### src/pkg/dlw_pkg.sv
// Shared constants and types for the DLL mode and write leveling block.
// Assumes a 250 MHz core clock and a classic Wishbone register bus.
package dlw_pkg;

   // Clock rate used to turn times into cycles
   localparam int unsigned CLK_PERIOD_PS = 4000;

   // Register byte offsets
   localparam logic [7:0] MR0_OFS    = 8'h00;
   localparam logic [7:0] MR1_OFS    = 8'h04;
   localparam logic [7:0] MR2_OFS    = 8'h08;
   localparam logic [7:0] MR4_OFS    = 8'h0C;
   localparam logic [7:0] STATUS_OFS = 8'h10;
   localparam logic [7:0] REFCNT_OFS = 8'h14;

   // Field positions inside the mode registers
   localparam int unsigned MR0_CL_LSB     = 0;
   localparam int unsigned MR0_DLL_RST    = 8;
   localparam int unsigned MR1_DLL_EN     = 0;
   localparam int unsigned MR1_AL_LSB     = 3;
   localparam int unsigned MR1_WL_EN      = 7;
   localparam int unsigned MR1_RTTNOM_LSB = 8;
   localparam int unsigned MR1_QOFF       = 12;
   localparam int unsigned MR2_CWL_LSB    = 0;
   localparam int unsigned MR4_SR_ABORT   = 9;

   // Values after reset
   localparam logic [4:0] CL_RST  = 5'h0A;
   localparam logic [4:0] CWL_RST = 5'h09;
   localparam logic       DLL_EN_RST = 1'b1;

   // The one latency pairing honoured while the DLL is off
   localparam logic [4:0] CL_DLL_OFF  = 5'h0A;
   localparam logic [4:0] CWL_DLL_OFF = 5'h09;

   // Exit and refresh times in ns, with derived cycle counts
   localparam int unsigned T_XS_NS       = 360;
   localparam int unsigned T_XS_ABORT_NS = 170;
   localparam int unsigned T_RFC_NS      = 350;
   localparam int unsigned XS_CYC =
      (T_XS_NS * 1000 + CLK_PERIOD_PS - 1) / CLK_PERIOD_PS;
   localparam int unsigned XS_ABORT_CYC =
      (T_XS_ABORT_NS * 1000 + CLK_PERIOD_PS - 1) / CLK_PERIOD_PS;
   localparam int unsigned RFC_CYC =
      (T_RFC_NS * 1000 + CLK_PERIOD_PS - 1) / CLK_PERIOD_PS;

   // DLL lock time in clock cycles
   localparam int unsigned DLLK_CYC = 597;

   // Depth of the read command delay line
   localparam int unsigned RD_PIPE_LEN = 64;

   // Power state machine, Gray coded along idle -> sref -> exit
   typedef enum logic [1:0] {
      ST_IDLE  = 2'b00,
      ST_SREF  = 2'b01,
      ST_XWAIT = 2'b11,
      ST_PDOWN = 2'b10
   } dlw_state_t;

   // Decoded command strobes, one cycle each
   typedef struct packed {
      logic sr_enter;
      logic sr_exit;
      logic refresh;
      logic pd_enter;
      logic pd_exit;
      logic read;
   } dlw_cmd_t;

   // Termination controls towards the pads
   typedef struct packed {
      logic dqs_term;
      logic rtt_nom;
   } dlw_term_t;

endpackage

### src/hw/dlw_top.sv
// DLL mode, self refresh exit and write leveling control of the die.
// Assumes decoded command strobes and pad samples synchronous to clk_i,
// and a classic Wishbone master standing in for the mode register path.
//
// The register offsets and the Wishbone slave port were left to the implementer.
`timescale 1ns/1ns
module dlw_top
   import dlw_pkg::*;
#(
   parameter int unsigned LANES    = 2,
   parameter int unsigned LANE_W   = 8,
   parameter int unsigned LOCK_CYC = DLLK_CYC
) (
   // Clock and reset
   input  wire logic                     clk_i,
   input  wire logic                     rst_i,
   // Wishbone slave
   input  wire logic [7:0]               wb_adr_i,
   input  wire logic [31:0]              wb_dat_i,
   input  wire logic [3:0]               wb_sel_i,
   input  wire logic                     wb_we_i,
   input  wire logic                     wb_cyc_i,
   input  wire logic                     wb_stb_i,
   output logic [31:0]                   wb_dat_o,
   output logic                          wb_ack_o,
   // Decoded commands and pad samples
   input  wire dlw_cmd_t                 cmd_i,
   input  wire logic                     odt_i,
   input  wire logic                     ck_level_i,
   input  wire logic [LANES-1:0]         dqs_rise_i,
   // Pad side outputs
   output logic [LANES*LANE_W-1:0]       dq_o,
   output logic [LANES*LANE_W-1:0]       dq_oe_o,
   output dlw_term_t                     term_o,
   output logic                          rd_strobe_start_o,
   // Status
   output logic                          dll_locked_o,
   output logic                          cmd_ready_o
);

   localparam int unsigned XC_W = $clog2(XS_CYC + XS_ABORT_CYC + RFC_CYC + 1);
   localparam logic [XC_W-1:0] XS_LAST    = XC_W'(XS_CYC - 1);
   localparam logic [XC_W-1:0] XSA_LAST   = XC_W'(XS_ABORT_CYC - 1);
   localparam logic [XC_W-1:0] RFC_LAST   = XC_W'(RFC_CYC - 1);

   // Mode register shadows
   logic [4:0]        cl_reg;
   logic [4:0]        cwl_reg;
   logic [1:0]        al_reg;
   logic              dll_en_reg;
   logic              wl_en_reg;
   logic [2:0]        rtt_nom_reg;
   logic              qoff_reg;
   logic              sr_abort_reg;
   logic              dll_rst_pulse_reg;
   // Power state and timers
   dlw_state_t        state_reg;
   dlw_state_t        state_next;
   logic [XC_W-1:0]   xs_cnt_reg;
   logic [XC_W-1:0]   rfc_cnt_reg;
   logic              rfc_busy_reg;
   logic [15:0]       ref_count_reg;
   logic              rtt_at_entry_reg;
   // Read path
   logic [RD_PIPE_LEN-1:0] rd_pipe_reg;
   logic [5:0]        rd_lat;
   logic              cfg_off_ok;
   // Bus decode
   logic              wb_req;
   logic              wb_wr;
   logic [31:0]       status_word;
   logic [31:0]       rd_word;
   logic              dll_locked;

   assign wb_req = wb_cyc_i && wb_stb_i && !wb_ack_o;
   assign wb_wr  = wb_req && wb_we_i;

   // One-cycle acknowledge; unmapped addresses are acked and read zero
   always_ff @(posedge clk_i) begin
      if (rst_i) begin
         wb_ack_o <= 1'b0;
      end else begin
         wb_ack_o <= wb_req;
      end
   end

   // MR0: CAS latency and the self-clearing DLL reset bit
   always_ff @(posedge clk_i) begin
      if (rst_i) begin
         cl_reg            <= CL_RST;
         dll_rst_pulse_reg <= 1'b0;
      end else begin
         dll_rst_pulse_reg <= 1'b0;
         if (wb_wr && wb_adr_i == MR0_OFS) begin
            if (wb_sel_i[0]) begin
               cl_reg <= wb_dat_i[MR0_CL_LSB +: 5];
            end
            if (wb_sel_i[1]) begin
               dll_rst_pulse_reg <= wb_dat_i[MR0_DLL_RST];
            end
         end
      end
   end

   // MR1: DLL enable, additive latency, leveling, termination, Qoff
   always_ff @(posedge clk_i) begin
      if (rst_i) begin
         dll_en_reg  <= DLL_EN_RST;
         al_reg      <= 2'h0;
         wl_en_reg   <= 1'b0;
         rtt_nom_reg <= 3'h0;
         qoff_reg    <= 1'b0;
      end else if (wb_wr && wb_adr_i == MR1_OFS) begin
         if (wb_sel_i[0]) begin
            dll_en_reg <= wb_dat_i[MR1_DLL_EN];
            al_reg     <= wb_dat_i[MR1_AL_LSB +: 2];
            wl_en_reg  <= wb_dat_i[MR1_WL_EN];
         end
         if (wb_sel_i[1]) begin
            rtt_nom_reg <= wb_dat_i[MR1_RTTNOM_LSB +: 3];
            qoff_reg    <= wb_dat_i[MR1_QOFF];
         end
      end
   end

   // MR2 write latency and MR4 self refresh abort
   always_ff @(posedge clk_i) begin
      if (rst_i) begin
         cwl_reg      <= CWL_RST;
         sr_abort_reg <= 1'b0;
      end else begin
         if (wb_wr && wb_adr_i == MR2_OFS && wb_sel_i[0]) begin
            cwl_reg <= wb_dat_i[MR2_CWL_LSB +: 5];
         end
         if (wb_wr && wb_adr_i == MR4_OFS && wb_sel_i[1]) begin
            sr_abort_reg <= wb_dat_i[MR4_SR_ABORT];
         end
      end
   end

   // DLL lock timing; a disabled DLL drops lock at once
   dlw_lock_timer #(
      .LOCK_CYC (LOCK_CYC)
   ) u_lock (
      .clk_i     (clk_i),
      .rst_i     (rst_i),
      .enable_i  (dll_en_reg),
      .restart_i (dll_rst_pulse_reg),
      .locked_o  (dll_locked)
   );

   assign dll_locked_o = dll_locked;

   // Power state sequencing; commands outside their state are ignored
   always_comb begin
      state_next = state_reg;
      case (state_reg)
         ST_IDLE: begin
            if (cmd_i.sr_enter) begin
               state_next = ST_SREF;
            end else if (cmd_i.pd_enter) begin
               state_next = ST_PDOWN;
            end
         end
         ST_SREF: begin
            if (cmd_i.sr_exit) begin
               state_next = ST_XWAIT;
            end
         end
         ST_XWAIT: begin
            if (xs_cnt_reg == '0) begin
               state_next = ST_IDLE;
            end
         end
         ST_PDOWN: begin
            if (cmd_i.pd_exit) begin
               state_next = ST_IDLE;
            end
         end
         default: begin
            state_next = ST_IDLE;
         end
      endcase
   end

   always_ff @(posedge clk_i) begin
      if (rst_i) begin
         state_reg <= ST_IDLE;
      end else begin
         state_reg <= state_next;
      end
   end

   // Exit wait chosen by the abort bit at the moment of exit
   always_ff @(posedge clk_i) begin
      if (rst_i) begin
         xs_cnt_reg <= '0;
      end else if (state_reg == ST_SREF && cmd_i.sr_exit) begin
         xs_cnt_reg <= sr_abort_reg ? XSA_LAST : XS_LAST;
      end else if (xs_cnt_reg != '0) begin
         xs_cnt_reg <= xs_cnt_reg - 1'b1;
      end
   end

   // Refresh in idle or self refresh; abort drops it uncounted
   always_ff @(posedge clk_i) begin
      if (rst_i) begin
         rfc_busy_reg  <= 1'b0;
         rfc_cnt_reg   <= '0;
         ref_count_reg <= 16'h0000;
      end else if (state_reg == ST_SREF && cmd_i.sr_exit && sr_abort_reg) begin
         rfc_busy_reg <= 1'b0;
         rfc_cnt_reg  <= '0;
      end else if (rfc_busy_reg) begin
         if (rfc_cnt_reg == '0) begin
            rfc_busy_reg  <= 1'b0;
            ref_count_reg <= ref_count_reg + 16'h0001;
         end else begin
            rfc_cnt_reg <= rfc_cnt_reg - 1'b1;
         end
      end else if (cmd_i.refresh &&
                   (state_reg == ST_SREF || state_reg == ST_IDLE)) begin
         rfc_busy_reg <= 1'b1;
         rfc_cnt_reg  <= RFC_LAST;
      end
   end

   // Remember whether nominal termination was on when power-down began
   always_ff @(posedge clk_i) begin
      if (rst_i) begin
         rtt_at_entry_reg <= 1'b0;
      end else if (state_reg == ST_IDLE &&
                   (cmd_i.sr_enter || cmd_i.pd_enter)) begin
         rtt_at_entry_reg <= (rtt_nom_reg != 3'h0);
      end
   end

   // Termination: leveling steers strobe only; no nominal termination in SR or if disabled
   always_comb begin
      term_o.dqs_term = wl_en_reg && odt_i;
      term_o.rtt_nom  = !wl_en_reg && odt_i &&
                        (rtt_nom_reg != 3'h0) &&
                        state_reg != ST_SREF &&
                        state_reg != ST_XWAIT &&
                        !(state_reg == ST_PDOWN &&
                          !rtt_at_entry_reg);
   end

   // Read strobe timing one cycle earlier with the DLL off
   assign rd_lat = 6'({1'b0, cl_reg} + {4'h0, al_reg}) -
                   6'(!dll_en_reg);

   always_ff @(posedge clk_i) begin
      if (rst_i) begin
         rd_pipe_reg <= '0;
      end else begin
         rd_pipe_reg <= {rd_pipe_reg[RD_PIPE_LEN-2:0],
                         cmd_i.read && !wl_en_reg};
      end
   end

   // Latency zero is not a legal setting, so it never fires
   always_ff @(posedge clk_i) begin
      if (rst_i) begin
         rd_strobe_start_o <= 1'b0;
      end else begin
         rd_strobe_start_o <= (rd_lat != 6'h00) &&
                              rd_pipe_reg[rd_lat - 6'h01];
      end
   end

   // Latency pairing check for DLL-off operation
   assign cfg_off_ok = dll_en_reg ||
                       (cl_reg == CL_DLL_OFF &&
                        cwl_reg == CWL_DLL_OFF);

   // Leveling feedback: each lane samples CK on its own strobe edge
   genvar g;
   generate
      for (g = 0; g < LANES; g++) begin : g_lane
         always_ff @(posedge clk_i) begin
            if (rst_i || !wl_en_reg) begin
               dq_o[g*LANE_W +: LANE_W] <= '0;
            end else if (dqs_rise_i[g]) begin
               dq_o[g*LANE_W +: LANE_W] <= {LANE_W{ck_level_i}};
            end
         end
         // Buffers drive only while leveling and not switched off
         assign dq_oe_o[g*LANE_W +: LANE_W] =
            {LANE_W{wl_en_reg && !qoff_reg}};
      end
   endgenerate

   // Status word: DLL, leveling, state and configuration flags
   assign status_word = {22'h0, cfg_off_ok, rfc_busy_reg, state_reg,
                         rtt_at_entry_reg, qoff_reg, wl_en_reg,
                         cmd_ready_o, dll_locked, dll_en_reg};

   // Ready for commands once idle and the exit wait has run out
   assign cmd_ready_o = (state_reg == ST_IDLE);

   // Read multiplexer
   always_comb begin
      case (wb_adr_i)
         MR0_OFS:    rd_word = {27'h0, cl_reg};
         MR1_OFS:    rd_word = {19'h0, qoff_reg, 1'b0, rtt_nom_reg,
                                wl_en_reg, 2'h0, al_reg, 2'h0, dll_en_reg};
         MR2_OFS:    rd_word = {27'h0, cwl_reg};
         MR4_OFS:    rd_word = {22'h0, sr_abort_reg, 9'h0};
         STATUS_OFS: rd_word = status_word;
         REFCNT_OFS: rd_word = {16'h0, ref_count_reg};
         default:    rd_word = 32'h0000_0000;
      endcase
   end

   // Read data registered with the acknowledge
   always_ff @(posedge clk_i) begin
      if (rst_i) begin
         wb_dat_o <= 32'h0000_0000;
      end else if (wb_req && !wb_we_i) begin
         wb_dat_o <= rd_word;
      end
   end

endmodule

### src/hw/dlw_lock_timer.sv
// DLL lock timer: counts the lock time after each DLL reset.
// Assumes restart is a one-cycle pulse and enable follows the DLL bit.
`timescale 1ns/1ns
module dlw_lock_timer
   import dlw_pkg::*;
#(
   parameter int unsigned LOCK_CYC = DLLK_CYC
) (
   // Clock and reset
   input  wire logic clk_i,
   input  wire logic rst_i,
   // Control
   input  wire logic enable_i,
   input  wire logic restart_i,
   // Status
   output logic      locked_o
);

   localparam int unsigned CW = $clog2(LOCK_CYC + 1);
   localparam logic [CW-1:0] LAST = CW'(LOCK_CYC);

   logic [CW-1:0] cnt_reg;

   // A disabled DLL is never locked; a reset restarts the count
   always_ff @(posedge clk_i) begin
      if (rst_i || !enable_i || restart_i) begin
         cnt_reg <= '0;
      end else if (cnt_reg != LAST) begin
         cnt_reg <= cnt_reg + 1'b1;
      end
   end

   assign locked_o = enable_i && (cnt_reg == LAST);

endmodule

### config.mk
export PLATFORM = sky130hd
export DESIGN_NAME = dlw_top
export DESIGN_NICKNAME = d
export VERILOG_FILES = /design/src/pkg/dlw_pkg.sv /design/src/hw/dlw_top.sv /design/src/hw/dlw_lock_timer.sv
export SDC_FILE = /design/constraint.sdc
export NUM_CORES = 1
export LEC_CHECK = 0
export BUFFER_PORTS_ARGS = -buffer_cell sky130_fd_sc_hd__buf_4
export CAP_MARGIN = 20
export CORE_MARGIN = 1.5
export CORE_UTILIZATION = 50
export CTS_CLUSTER_DIAMETER = 200
export CTS_CLUSTER_SIZE = 14
export DETAILED_ROUTE_END_ITERATION = 8
export HOLD_SLACK_MARGIN = 0.06
export PLACE_DENSITY = 0.73
export RECOVER_POWER = 25
export SKIP_LAST_GASP = 1
export SYNTH_ARGS = -nofsm -noshare
export SYNTH_HDL_FRONTEND = slang
export SYNTH_SLANG_ARGS = --single-unit
### constraint.sdc
create_clock -name clk_i -period 8.15 [get_ports clk_i]
set_clock_uncertainty 0.2 [all_clocks]
set_input_delay 0.815 -clock clk_i [delete_from_list [all_inputs] [get_ports clk_i]]
set_output_delay 0.815 -clock clk_i [all_outputs]
set_load 0.03 [all_outputs]
# Yosys cells after proc, flatten, opt, wreduce, memory -nomap -nowiden
# Index checks and enable logic that the tools add are counted.
dict set report classes {
  n_addsub 7
  order_cmp 1
  n_eq_ne 19
  mux 18
  n_bitwise 3
  reduce_logical 56
}
# operator n
set ops {}
lappend ops {{case mux 16 bit (6 select lines)} 1}
lappend ops {{two-way mux 8 bit} 5}
lappend ops {{logical AND 1 bit} 26}
lappend ops {{logical NOT 8 bit} 3}
lappend ops {{adder 16 x 1 -> 16 bit, second input constant} 1}
lappend ops {{== test 8 x 4 -> 1 bit, second input constant} 2}
lappend ops {{== test 8 x 5 -> 1 bit, second input constant} 2}
lappend ops {{subtractor 8 x 1 -> 8 bit, second input constant} 2}
lappend ops {{adder 10 x 1 -> 10 bit, second input constant} 1}
lappend ops {{== test 10 bit, second input constant} 1}
lappend ops {{== test 5 x 4 -> 1 bit, second input constant} 2}
lappend ops {{two-way mux 2 bit} 5}
lappend ops {{!= test 10 bit, second input constant} 1}
lappend ops {{!= test 2 bit, second input constant} 5}
lappend ops {{== test 8 x 3 -> 1 bit, second input constant} 1}
lappend ops {{case mux 2 bit (4 select lines)} 1}
lappend ops {{AND reduction 2 bit} 4}
lappend ops {{nonzero test 8 bit} 1}
lappend ops {{logical NOT 1 bit} 7}
lappend ops {{less-than comparator 6 x 7 -> 1 bit, second input constant} 1}
lappend ops {{two-way mux 7 bit} 1}
lappend ops {{adder 5 x 2 -> 6 bit} 1}
lappend ops {{binary-select mux 1 bit (select 6 bit)} 1}
lappend ops {{logical OR 1 bit} 6}
lappend ops {{16 further kinds} 23}
dict set report word_totals {
  regBits 166
  inputBits 59
  out_inout_bits 70
  word_cells 126
}

# Depth between registers and ports, before layout
dict set report logic_depth {
  word_depth 6
  mapped_depth 14
  depth_no_buf 13
}

# By module
# A second synthesis with hierarchy kept.
dict set report hier_totals {
  cells_unflattened 744
  area_unflattened_um2 7015.5
}
# module instances cells_each area_each_um2 seq_area_each_um2
set by_module_without_submodules {}
lappend by_module_without_submodules {dlw_top 1 683 6477.5 2802.7}
lappend by_module_without_submodules {dlw_lock_timer 1 61 538.0 200.2}

# Worst setup path after synthesis
# No wires, ideal clock.
dict set report synth_timing {
  path_type {register to register}
  startpoint {register dll_en_reg}
  endpoint {register rd_strobe_start_o}
  setup_ps 123
  arrival_ps 2897
  t_required_ps 7827
  path_slack_ps 4930
  path_stages_with_launch 15
  n_path_buf 2
  period_less_slack_ps 3220
  cell_sequence {dfxtp_1 -> inv_1 -> ha_1 -> inv_1 -> ha_1 -> fa_1 -> inv_1 -> ha_1 -> buf_1 -> buf_2 -> mux4_2 -> mux2i_1 -> mux2i_1 -> mux2i_1 -> o22ai_1}
}
dict set report synth_via {
  elab_chain_len 6
  word_cells_on_any_way 7
  classes_between {add/sub (2); mux (2); reduce/logical (3)}
}
# item line
set synth_rtl {}
lappend synth_rtl {{start, declared} dlw_top.sv:50} ;# logic dll_en_reg;
lappend synth_rtl {{start signal, assigned} dlw_top.sv:115} ;# dll_en_reg <= wb_dat_i[MR1_DLL_EN];
lappend synth_rtl {{logical NOT 1 bit *} dlw_top.sv:251} ;# 6'(!dll_en_reg);
lappend synth_rtl {{subtractor 6 x 1 -> 6 bit *} dlw_top.sv:250} ;# assign rd_lat = 6'({1'b0, cl_reg} + {4'h0, al_reg}) -
lappend synth_rtl {{subtractor 6 x 1 -> 6 bit} dlw_top.sv:268} ;# rd_pipe_reg[rd_lat - 6'h01];
lappend synth_rtl {{binary-select mux 1 bit (select 6 bit)} dlw_top.sv:268}
lappend synth_rtl {{two-way mux 1 bit (not written as such)} dlw_top.sv:268}
lappend synth_rtl {{logical AND 1 bit *} dlw_top.sv:267} ;# rd_strobe_start_o <= (rd_lat != 6'h00) &&
lappend synth_rtl {{end signal, assigned} dlw_top.sv:267}
lappend synth_rtl {{end, declared} dlw_top.sv:35} ;# output logic rd_strobe_start_o,
# Every way passes the cells marked *; elsewhere a longest branch is shown, timed or not. The select of a mux whose other input is x is not followed.
# A chain may end at the register's enable or synchronous reset.

# Final worst setup path
dict set report layout_timing {
  startpoint {input port rst_i}
  endpoint {register rfc_cnt_reg[3]}
}
dict set report layout_via {
  elab_chain_len 1
}
# item line
set layout_rtl {}
lappend layout_rtl {{start, declared} dlw_top.sv:16} ;# input wire logic rst_i,
lappend layout_rtl {{OR reduction 2 bit (no source line)} n/a}
lappend layout_rtl {{end signal, assigned} dlw_top.sv:219} ;# rfc_cnt_reg <= rfc_cnt_reg - 1'b1;
lappend layout_rtl {{end, declared} dlw_top.sv:60} ;# logic [XC_W-1:0] rfc_cnt_reg;
# No other way between the ends.

==> results.ini <==
[route]
via_per_inst = 5.31
drt_iter0_drc = 320
drtPass1Iterations = 4
drc = 0
vias = 5161
drtAntennaViolNets = 0
routed_wl_mm = 14.1
wire_per_inst_um = 14.5

[die]
die_h_um = 121
row_count = 43
ios = 129
start_util_pct = 50.9
die-area_um2 = 14800
coreArea_um2 = 13800
fp.dieW_um = 121

[clock_tree]
clk_pin_slew_ns = 0.06
tritoncts = done
cts_buffers = 17
post_cts_resized = 0
cts_setup_buffers = 0
cts.hold.buffers_added = 0
cts_sinks = 150
cts_htree_levels = 4
cts_root_buf = clkbuf_16
clock_latency_ns = 0.43
cts_buffer_depth = 2

[sta]
max_slew_margin_pct = -80.1
setup_viol = 0
setup_tns_ns = 0
post-route-period-util_pct = 48.5
worst_pin_slew_ns = 2.70
fin_crit_ns = 3.95
max_freq_mhz = 253
whs_ns = 0.254
slew_viol_final = 65
rsz0062_at_grt = false
hold_violations = 0

[yosys]
synth_top_family_by_area = simple AND/OR/NAND/NOR gates
synth_cells = 731
ys_types = 66
synth_most_common_cell = dfxtp_1
synth_edf_count = 0
synth_fa_ha_area_share_pct = 2.96
syn_area_um2 = 7020
yosys.area_share.simple_pct = 22.2
synth_xor_xnor_area_share_pct = 5.31
synthMuxAreaShare_pct = 10.4
synth-seq-area-share_pct = 42.8
synth.top_cell.area_share_pct = 42.8
synth-main-ff-cell = dfxtp_1
synth_common_cells = dfxtp_1 (150), nor2_1 (83), nor2b_1 (71), buf_4 (47)
ys_warn_count = 0
ys_ff_latch = 150
yosysTopAreaCell = dfxtp_1
synth_area_per_cell_um2 = 9.60
synth_compound_area_share_pct = 8.22
synthTopCellsByArea = dfxtp_1 (43%), nor2b_1 (6.3%), mux2i_1 (5.3%), mux4_2 (5.1%), buf_4 (5.0%)
async_flop_share_pct = 0

[grt]
grt_pass1_vias = 4998
grt_max_degree = 65
antenna_found_initial = 0
overflow = 0
grt_usage_pct = 20.4
grt_pass1_wl_mm = 23.7

[cells_and_area]
largest_register_ffs = 64
syn2layout_area_growth_pct = 15.1
drive_above_1_share_pct = 19.7
diodes = 0
nFillCells = 1180
nNetsFinal = 854

[power_and_ir_drop]
power_density_nw_per_um2 = 216
ir_drop_uv = 159
power.leakage_uw = 0.00327

[min_path]
holdPathStages = 2
hold_path.class = reg -> reg
hold_end = wb_dat_o[3]
worstHoldStart = wb_dat_o[3]

[critical_path]
start_kind = input port
path_cells = clkbuf_1, inv_1, nand2_1, nor2_1
cp-end-kind = flop
cp.arrival_ns = 4.05
reg2reg_from = dll_en_reg
required_ns = 8.25
slowest_stage = clkbuf_1
rrSetupSlack_ns = 4.21
slowest_delay_ns = 1.88
worstRegToRegCells = 13
reg2reg_to = rd_strobe_start_o
crit_type = in -> reg
cp_max_fo = 64

[outcome]
outcome = finished with violations
violations = max-capacitance violations, max-slew violations

[place]
gp_congestion = 0.868
dp_hpwl_mm = 10.0
port_buffers = 88

[flow_run]
maxCapViolations = 1

cells in the final DEF (no fill, tap or decap), types with 6 or more instances in the layout:
master and n:
nor2b_1 71, a21oi_1 33, mux4_2 16, conb_1 16, nand2_1 37, nor3_1 18
dfxtp_1 150, nor2_1 83, xnor2_1 13, inv_6 6, a22oi_1 10, clkbuf_16 17
xor2_1 20, buf_4 88, mux2i_1 37, o21ai_0 10, and3_1 9, ha_1 15
nand3_1 28, inv_1 25
worst max-delay path: cells and delay by family:
kind | cells | cell delay (ns)
buffers and inverters | 2 | 2.59
and+or+nand+nor | 2 | 0.63
final cells by class:
type / count / area [um2] / share of cell area (%)
Tap cell: 180 / 225 / 2.79
Clock buffer: 19 / 433 / 5.36
Multi-Input combinational cell: 495 / 3500 / 43.4
Timing Repair Buffer: 90 / 679 / 8.41
Sequential cell: 150 / 3000 / 37.2
Clock inverter: 13 / 138 / 1.70
Inverter: 25 / 93.8 / 1.16
power by group:
group / internal (uW) / switching (uW) / leakage (uW)
clock: 430 / 327 / 0.000274
sequential: 759 / 24.3 / 0.00121
combinational: 81.0 / 120 / 0.00179
total: 1270 / 471 / 0.00327
cell families after synthesis:
group / after synthesis
other cells: 1
compound gates: 87
flops: 150
mux: 53
fa+ha+maj: 16
simple gates: 286
buf+inv: 101
xor+xnor: 37
routing by layer:
| metal | track usage, % | wire [um] |
|---|---|---|
| met5 | 0 | 0 |
| met4 | 8.09 | 296 |
| met1 | 26.3 | 6460 |
| met2 | 32.7 | 6690 |
| met3 | 5.22 | 680 |
worst max-delay path by stage:
stage / startpoint / end / depth (start not counted)
2_1_floorplan: dll_en_reg / rd_strobe_start_o / 14
3_3_place_gp: dll_en_reg / rd_strobe_start_o / 12
3_5_place_dp: dll_en_reg / rd_strobe_start_o / 12
4_1_cts: dll_en_reg / rd_strobe_start_o / 12
5_1_grt: rst_i / rfc_cnt_reg[5] / 4
6_report: rst_i / rfc_cnt_reg[3] / 4
stage by stage:
| step | instance area, um2 | cells | total power (uW) | util, % | setup WS, ns |
|---|---|---|---|---|---|
| 3_3_place_gp | 7490 | 939 | 989 | 54.4 | 3.95 |
| 5_1_grt | 8080 | 972 | 1820 | 58.6 | 3.83 |
| 4_1_cts | 8060 | 971 | 1750 | 58.5 | 3.88 |
| 2_1_floorplan | 7070 | 746 | 957 | - | 4.93 |
| 6_report | 8080 | 972 | 1740 | 58.6 | 4.20 |
| 3_5_place_dp | 7490 | 939 | 998 | 54.4 | 3.90 |
Note: power is estimated with default switching activity, not from simulation.
